--- src/pcr_pkg.sv ---
// Package for the clock synthesizer configuration register bank
package pcr_pkg;
  localparam int unsigned NUM_BYTES     = 8;
  localparam logic [2:0]  OFS_REF_LO    = 3'h0;
  localparam logic [2:0]  OFS_REF_HI    = 3'h1;
  localparam logic [2:0]  OFS_POST      = 3'h2;
  localparam logic [2:0]  OFS_FBK_LO    = 3'h3;
  localparam logic [2:0]  OFS_FBK_HI    = 3'h4;
  localparam logic [2:0]  OFS_LOOP      = 3'h5;
  localparam logic [2:0]  OFS_PWR_SYNC  = 3'h6;
  localparam logic [2:0]  OFS_RSVD      = 3'h7;
  localparam logic [7:0]  BYTE_RESET    = 8'h00;
  // Flat bit positions across the 64-bit map
  localparam int unsigned BIT_REF_SRC   = 12;
  localparam int unsigned BIT_PD_FIRST  = 13;
  localparam int unsigned BIT_FBK_SRC   = 38;
  localparam int unsigned BIT_OUT_MODE  = 39;
  localparam int unsigned BIT_PUMP_LO   = 40;
  localparam int unsigned BIT_RES_LO    = 44;
  localparam int unsigned BIT_CAP       = 46;
  localparam int unsigned BIT_ALIGN_EN  = 48;
  localparam int unsigned BIT_ALIGN_POL = 49;
  localparam int unsigned BIT_PD_SECOND = 53;
  localparam int unsigned BIT_REF_LO    = 0;
  localparam int unsigned BIT_FBK_LO    = 24;
  localparam int unsigned BIT_STAGE1_LO = 16;
  localparam int unsigned BIT_STAGE2_LO = 20;
  localparam int unsigned BIT_STAGE3_LO = 14;
  localparam logic [3:0]  POST_CODE_MAX = 4'hb;

  typedef struct packed {
    logic [11:0] reference_divider_value;
    logic [13:0] feedback_divider_value;
    logic [3:0]  post_stage_first_mod;
    logic [3:0]  post_stage_second_mod;
    logic [3:0]  post_stage_third_mod;
    logic        post_code_illegal;
    logic        reference_input_select;
    logic        feedback_input_select;
    logic        power_down_first;
    logic        power_down_second;
    logic        output_mode_cmos;
    logic [1:0]  pump_current_sel;
    logic [1:0]  loop_resistor_sel;
    logic        loop_capacitor_sel;
    logic        align_input_enable;
    logic        align_edge_polarity;
  } pcr_cfg_s;
endpackage : pcr_pkg

--- src/pcr_regs.sv ---
// Configuration register bank with decoded control outputs
//
// How it works
// RQ1 - Bit 12 picks crystal or pin reference
// RQ2 - Bit 38 picks oscillator or post feedback
// RQ3 - Bits 13, 53 are independent power-downs
// RQ4 - Bit 39 picks differential or CMOS output
// RQ5 - Pump, resistor, capacitor trims exposed statically
// RQ6 - Bit 48 enables acting on align pin
// RQ7 - Bit 49 chooses falling or rising edge
// RQ8 - Reference divider from bits 11 to 0
// RQ9 - Feedback divider from bits 37 to 24
// RQ10 - Post codes are modulus minus one, 0-11
// RQ11 - Third post code gives 1,2,4,8
// RQ12 - Reset clears all; readback equals written
// RQ13 - Host writes zero to reserved bits
// RQ14 - Whole byte updates at once
module pcr_regs
  import pcr_pkg::*;
(
  input  wire logic       mclk,
  input  wire logic       resetn,
  input  wire logic       wr_strobe,
  input  wire logic [2:0] wr_addr,
  input  wire logic [7:0] wr_data,
  input  wire logic [2:0] rd_addr,
  output logic      [7:0] rd_data,
  input  wire logic       align_pin,
  output logic            align_event,
  output pcr_cfg_s        cfg
);

  logic [7:0]  regs      [NUM_BYTES];
  logic [7:0]  next_regs [NUM_BYTES];
  logic [63:0] flat;
  logic        align_last;
  logic        next_align_last;
  logic        next_align_event;
  logic [7:0]  next_rd_data;

  // Modulus of third stage is 1 shifted by code
  function automatic logic [3:0] post_stage_third_mod_modulus(input logic [1:0] code);
    post_stage_third_mod_modulus = 4'h1 << code; // [RQ11]
  endfunction : post_stage_third_mod_modulus

  always_comb begin
    for (int i = 0; i < NUM_BYTES; i++) begin
      next_regs[i] = regs[i];
    end
    if (wr_strobe) begin
      next_regs[wr_addr] = wr_data; // [RQ14]
    end
  end

  always_ff @(posedge mclk) begin
    for (int i = 0; i < NUM_BYTES; i++) begin
      if (!resetn) begin
        regs[i] <= BYTE_RESET; // [RQ12]
      end else begin
        regs[i] <= next_regs[i];
      end
    end
  end

  always_comb begin
    for (int i = 0; i < NUM_BYTES; i++) begin
      flat[i*8 +: 8] = regs[i];
    end
  end

  always_comb begin
    next_rd_data = regs[rd_addr]; // [RQ12]
  end

  always_ff @(posedge mclk) begin
    if (!resetn) begin
      rd_data <= BYTE_RESET;
    end else begin
      rd_data <= next_rd_data;
    end
  end

  always_comb begin
    cfg.reference_divider_value = flat[BIT_REF_LO +: 12];    // [RQ8]
    cfg.feedback_divider_value  = flat[BIT_FBK_LO +: 14];    // [RQ9]
    cfg.post_stage_first_mod    = flat[BIT_STAGE1_LO +: 4];  // [RQ10]
    cfg.post_stage_second_mod   = flat[BIT_STAGE2_LO +: 4];  // [RQ10]
    cfg.post_code_illegal       = (flat[BIT_STAGE1_LO +: 4] > POST_CODE_MAX)
                                | (flat[BIT_STAGE2_LO +: 4] > POST_CODE_MAX); // [RQ10]
    cfg.post_stage_third_mod    = post_stage_third_mod_modulus(flat[BIT_STAGE3_LO +: 2]); // [RQ11]
    cfg.reference_input_select  = flat[BIT_REF_SRC];         // [RQ1]
    cfg.feedback_input_select   = flat[BIT_FBK_SRC];         // [RQ2]
    cfg.power_down_first        = flat[BIT_PD_FIRST];        // [RQ3]
    cfg.power_down_second       = flat[BIT_PD_SECOND];       // [RQ3]
    cfg.output_mode_cmos        = flat[BIT_OUT_MODE];        // [RQ4]
    cfg.pump_current_sel        = flat[BIT_PUMP_LO +: 2];    // [RQ5]
    cfg.loop_resistor_sel       = flat[BIT_RES_LO +: 2];     // [RQ5]
    cfg.loop_capacitor_sel      = flat[BIT_CAP];             // [RQ5]
    cfg.align_input_enable      = flat[BIT_ALIGN_EN];        // [RQ6]
    cfg.align_edge_polarity     = flat[BIT_ALIGN_POL];       // [RQ7]
  end

  // Align edge detect, one-cycle pulse
  always_comb begin
    next_align_last  = align_pin;
    next_align_event = 1'b0;
    if (flat[BIT_ALIGN_EN]) begin // [RQ6]
      if (flat[BIT_ALIGN_POL]) begin
        next_align_event = align_pin & ~align_last; // [RQ7]
      end else begin
        next_align_event = ~align_pin & align_last; // [RQ7]
      end
    end
  end

  always_ff @(posedge mclk) begin
    if (!resetn) begin
      align_last  <= 1'b0;
      align_event <= 1'b0;
    end else begin
      align_last  <= next_align_last;
      align_event <= next_align_event;
    end
  end

endmodule : pcr_regs

--- config.mk ---
export PLATFORM = sky130hd
export DESIGN_NAME = pcr_regs
export DESIGN_NICKNAME = d
export VERILOG_FILES = /design/src/pcr_pkg.sv /design/src/pcr_regs.sv
export SDC_FILE = /design/constraint.sdc
export NUM_CORES = 1
export LEC_CHECK = 0
export BUFFER_PORTS_ARGS = -buffer_cell sky130_fd_sc_hd__buf_4
export CAP_MARGIN = 15
export CORE_AREA = 8 8 113 115
export DETAILED_ROUTE_END_ITERATION = 6
export DIE_AREA = 0 0 121 123
export REMOVE_ABC_BUFFERS = 1
export SYNTH_ARGS = -nofsm -noshare
export SYNTH_HDL_FRONTEND = slang
export SYNTH_SLANG_ARGS = --single-unit
--- constraint.sdc ---
create_clock -name mclk -period 1.2 [get_ports mclk]
set_input_delay 0.06 -clock mclk [delete_from_list [all_inputs] [get_ports mclk]]
set_output_delay 0.06 -clock mclk [all_outputs]
set_load 0.03 [all_outputs]
==> impl_metrics.csv <==
group,metric,value,unit
run_status,outcome,"finished clean",
critical_path,setup_slack_of_the_worst_register_to_register_path,0.02,ns
sta,final_period_utilization,98.8,%
critical_path,worstPathBufferInverterCount,2,
cts,cts_root_buf,"sky130_fd_sc_hd__clkbuf_16",
floorplanning,core-area,11100,sq um
logic_synthesis,share_of_yosys_cell_area_claimed_by_the_top_area_cell_type,41.9,%
critical_path,cp_max_fo,3,
finish,area_growth_syn_to_layout,23.8,%
min_path,worst_hold_path_type,"input pin to flip-flop",
finish,area.sequential,1490,sq um
global_route,first_global_vias,2644,
logic_synthesis,synth_seq_area_share,41.9,%
drt,routed-via-count,2666,
sta,worst_slack,0.0144,ns
drt,detail_route.wl_per_cell,16.6,microns
global_route,global_route.usage.total,12.6,%
critical_path,worstPathArrival,1.13,ns
critical_path,timing.critical_path.slowest_cell_delay,0.32,ns
critical_path,library_cell_appearing_most_often_on_the_critical_path,"sky130_fd_sc_hd__buf_6",
drt,remaining_drc_errors,0,
logic_synthesis,yosys-mux-area-fraction,20.1,%
drt,vias_per_cell,4.69,
sta,finalMaxSlewViolations,0,
global_route,gr-total-overflow,0,
logic_synthesis,synth.lib_cells_used.distinct,24,
finish,layout.filler_cells,1071,
cts,tritoncts,"done",
finish,diodes,0,
critical_path,timing.rr.start,"regs[2][2]",
logic_synthesis,yosys.area_share.simple,17.3,%
floorplanning,num_io_pins,78,
min_path,timing.hold.worst_path_depth,3,
sta,setup_viol,0,
place,numPortBuffers,77,
drt,initialDrtViolationCount,184,
place,dpl-instance-area,4080,sq um
critical_path,reg2regPathDepth,4,
place,preCtsSetupSlack,-0.0373,ns
min_path,hold_path_end,"regs[3][4]",
logic_synthesis,synth_top_family_by_area,"multiplexers",
logic_synthesis,yosysTopAreaCell,"sky130_fd_sc_hd__dfxtp_1",
power_and_ir_drop,ir_worst_vdd,0.654,mV
sta,whs,0.0287,ns
critical_path,critical_path_required,1.14,ns
sta,period_needed,1.19,ns
finish,design.final.nets,438,
sta,worst_slew_margin_rel,72.6,%
sta,timing_worst_slew_pin_value,0.410,ns
drt,route.final.wire_length,9420,microns
critical_path,critical_path_class,"flip-flop to output pin",
drt,detail-route-antenna-nets,0,
sta,clock-skew-final,0.00697,ns
logic_synthesis,synth_compound_gate_area_share,6.05,%
global_route,pin_count_of_the_biggest_net_entering_global_routing,73,
logic_synthesis,synth.top_cells.by_area,"sky130_fd_sc_hd__dfxtp_1, sky130_fd_sc_hd__buf_4, sky130_fd_sc_hd__mux2i_1",
sta,tns,0,ns
critical_path,worst_path_dominant_cell_family,"flip-flops",
run,total_of_max_cap_violations,0,
critical_path,critPathSlowestCell,"sky130_fd_sc_hd__dfxtp_2",
place,detailedPlacementHpwl,6980,microns
logic_synthesis,syn_avg_cell_area,9.38,sq um
floorplanning,chipWidth,121,microns
cts,cts.sink_count,74,
floorplanning,initial_utilization,31.9,%
finish,design_area,4380,sq um
power_and_ir_drop,cellPowerDensity,1260,nW/um^2
finish,post_route_cells_drive_above_1_share,35.3,%
place,final_weighted_congestion_of_routability_driven_global_placement,0.787,
logic_synthesis,async_reset_ff_share,0,%
cts,cts_max_path_buffers,2,
sta,final-hold-violation-count,0,
logic_synthesis,synthMostInstantiatedCell,"sky130_fd_sc_hd__nand2_1",
critical_path,end_of_the_worst_register_to_register_path,"rd_data[2]",
cts,clk_latency,0.33,ns
floorplanning,die_area,14900,sq um
cts,htreeDepth,3,
sta,max_freq,843,MHz
logic_synthesis,synth_cells,377,
cts,total_cts_buffers,9,
critical_path,endpoint_kind,"output pin",
logic_synthesis,synth-main-ff-cell,"sky130_fd_sc_hd__dfxtp_1",
drt,detailed_router_iteration_count_before_antenna_repair,4,
floorplanning,placementRows,39,
logic_synthesis,synth_common_cells,"sky130_fd_sc_hd__nand2_1, sky130_fd_sc_hd__dfxtp_1, sky130_fd_sc_hd__buf_4",
sta,rsz_0062_raised_after_global_routing,"yes",
logic_synthesis,synth_edf_count,0,
global_route,wire_length_of_the_first_global_routing_pass,14500,microns
logic_synthesis,ys_warn_count,0,
logic_synthesis,yosys.area_share.adder,0,%
finish,multi_input_area,1520,sq um
global_route,antenna_found_initial,0,
cts,path_clk_slew,0.06,ns
critical_path,crit_path_cell_trace,"buf_6 -> a22o_1 -> buf_6",
logic_synthesis,register_bit_count_reported_by_yosys,74,
floorplanning,fp.dieH,123,microns
critical_path,critPathLaunchType,"flip-flop",
logic_synthesis,syn-cell-area,3540,sq um
logic_synthesis,parity_gate_share_of_the_synthesized_area_counting_xor_and_xnor_cells,0,%
min_path,hold_path_startpoint,"wr_data[4]",
power_and_ir_drop,total_leakage_power,1.77,nW
-- worst min-delay path: stages --
cell and delay (ns):
sky130_fd_sc_hd__buf_4 0.15, sky130_fd_sc_hd__nand2_1 0.06, sky130_fd_sc_hd__a21oi_1 0.05
-- how the worst max path moves through the flow --
stage | startpoint | end | slack [ns] | cells past startpoint
6_report | regs[2][2] | cfg[12] | 0.01 | 3
5_1_grt | regs[2][2] | rd_data[2] | -0.02 | 4
4_1_cts | regs[2][2] | cfg[12] | 0.004 | 3
3_5_place_dp | rd_addr[2] | rd_data[1] | -0.04 | 5
3_3_place_gp | rd_addr[2] | rd_data[6] | 0.01 | 5
2_1_floorplan | regs[2][7] | rd_data[7] | -0.04 | 3
-- layout make-up --
type | instances | share of cell area [%]
multi-input combinational | 224 | 34.8
sequential | 74 | 34.1
timing repair buffer | 110 | 20.9
clock buffer | 11 | 5.31
tap | 143 | 4.08
clock inverter | 5 | 0.714
inverter | 1 | 0.0857
-- metrics by stage --
stage / instances / total power, mW / utilization, %
2_1_floorplan: 299 / 2.85 / -
3_3_place_gp: 549 / 3.16 / 36.8
3_5_place_dp: 549 / 3.17 / 36.8
4_1_cts: 569 / 5.55 / 39.6
5_1_grt: 568 / 5.70 / 39.5
6_report: 568 / 5.50 / 39.5
-- placed cells by master, fill, tap and decap left out, drive strengths merged --
| cell | synthesis | final |
|---|---|---|
| clkinv | 0 | 4 |
| nand4 | 1 | 1 |
| nor2 | 34 | 34 |
| inv | 1 | 1 |
| and4b | 3 | 3 |
| nor2b | 2 | 2 |
| dfxtp | 74 | 74 |
| nand4b | 3 | 3 |
| buf | 62 | 108 |
| clkinvlp | 0 | 1 |
| nand3b | 1 | 1 |
| mux4 | 16 | 16 |
| clkbuf | 16 | 11 |
| mux2i | 32 | 32 |
| and4bb | 3 | 3 |
| dlygate4sd3 | 0 | 2 |
| and2 | 2 | 2 |
| or4b | 1 | 1 |
| nand2 | 82 | 82 |
| a21oi | 41 | 41 |
| and4 | 1 | 1 |
| a22o | 1 | 1 |
| nor4b | 1 | 1 |
-- layer usage --
| layer | up-vias | wire length (microns) | track usage, % |
|---|---|---|---|
| met2 | 70 | 4560 | 20.6 |
| met5 | - | 0 | 0 |
| met4 | 0 | 131 | 4.92 |
| met1 | 1274 | 4120 | 15.3 |
| met3 | 13 | 608 | 3.97 |
| li1 | 1309 | - | - |
-- cells by family after synthesis --
kind of cell | Yosys count
compound gates | 42
buf+inv | 79
flops | 74
mux | 48
simple gates | 134
-- report_power, final --
part / total, mW / leakage, nW / internal, mW / switching, mW
clock network: 2.37 / 0.129 / 1.39 / 0.983
logic: 0.575 / 1.04 / 0.252 / 0.323
registers: 2.55 / 0.604 / 2.51 / 0.0372
total: 5.50 / 1.77 / 4.15 / 1.34
-- registers in the layout, indices dropped and copies added (netlist names) --
| signal | cells |
|---|---|
| align_last | 1 |
| rd_data | 8 |
| align_event | 1 |
| regs | 64 |
-- timing repair --
item	in CTS	in global routing
hold buffers	3	0
endpoints found under the setup margin	2	10
setup buffers	1	0
pin swaps	1	1
endpoints found under the hold margin	2	0
resized for setup	5	13
No activity file was read; power rests on OpenSTA's default activity.
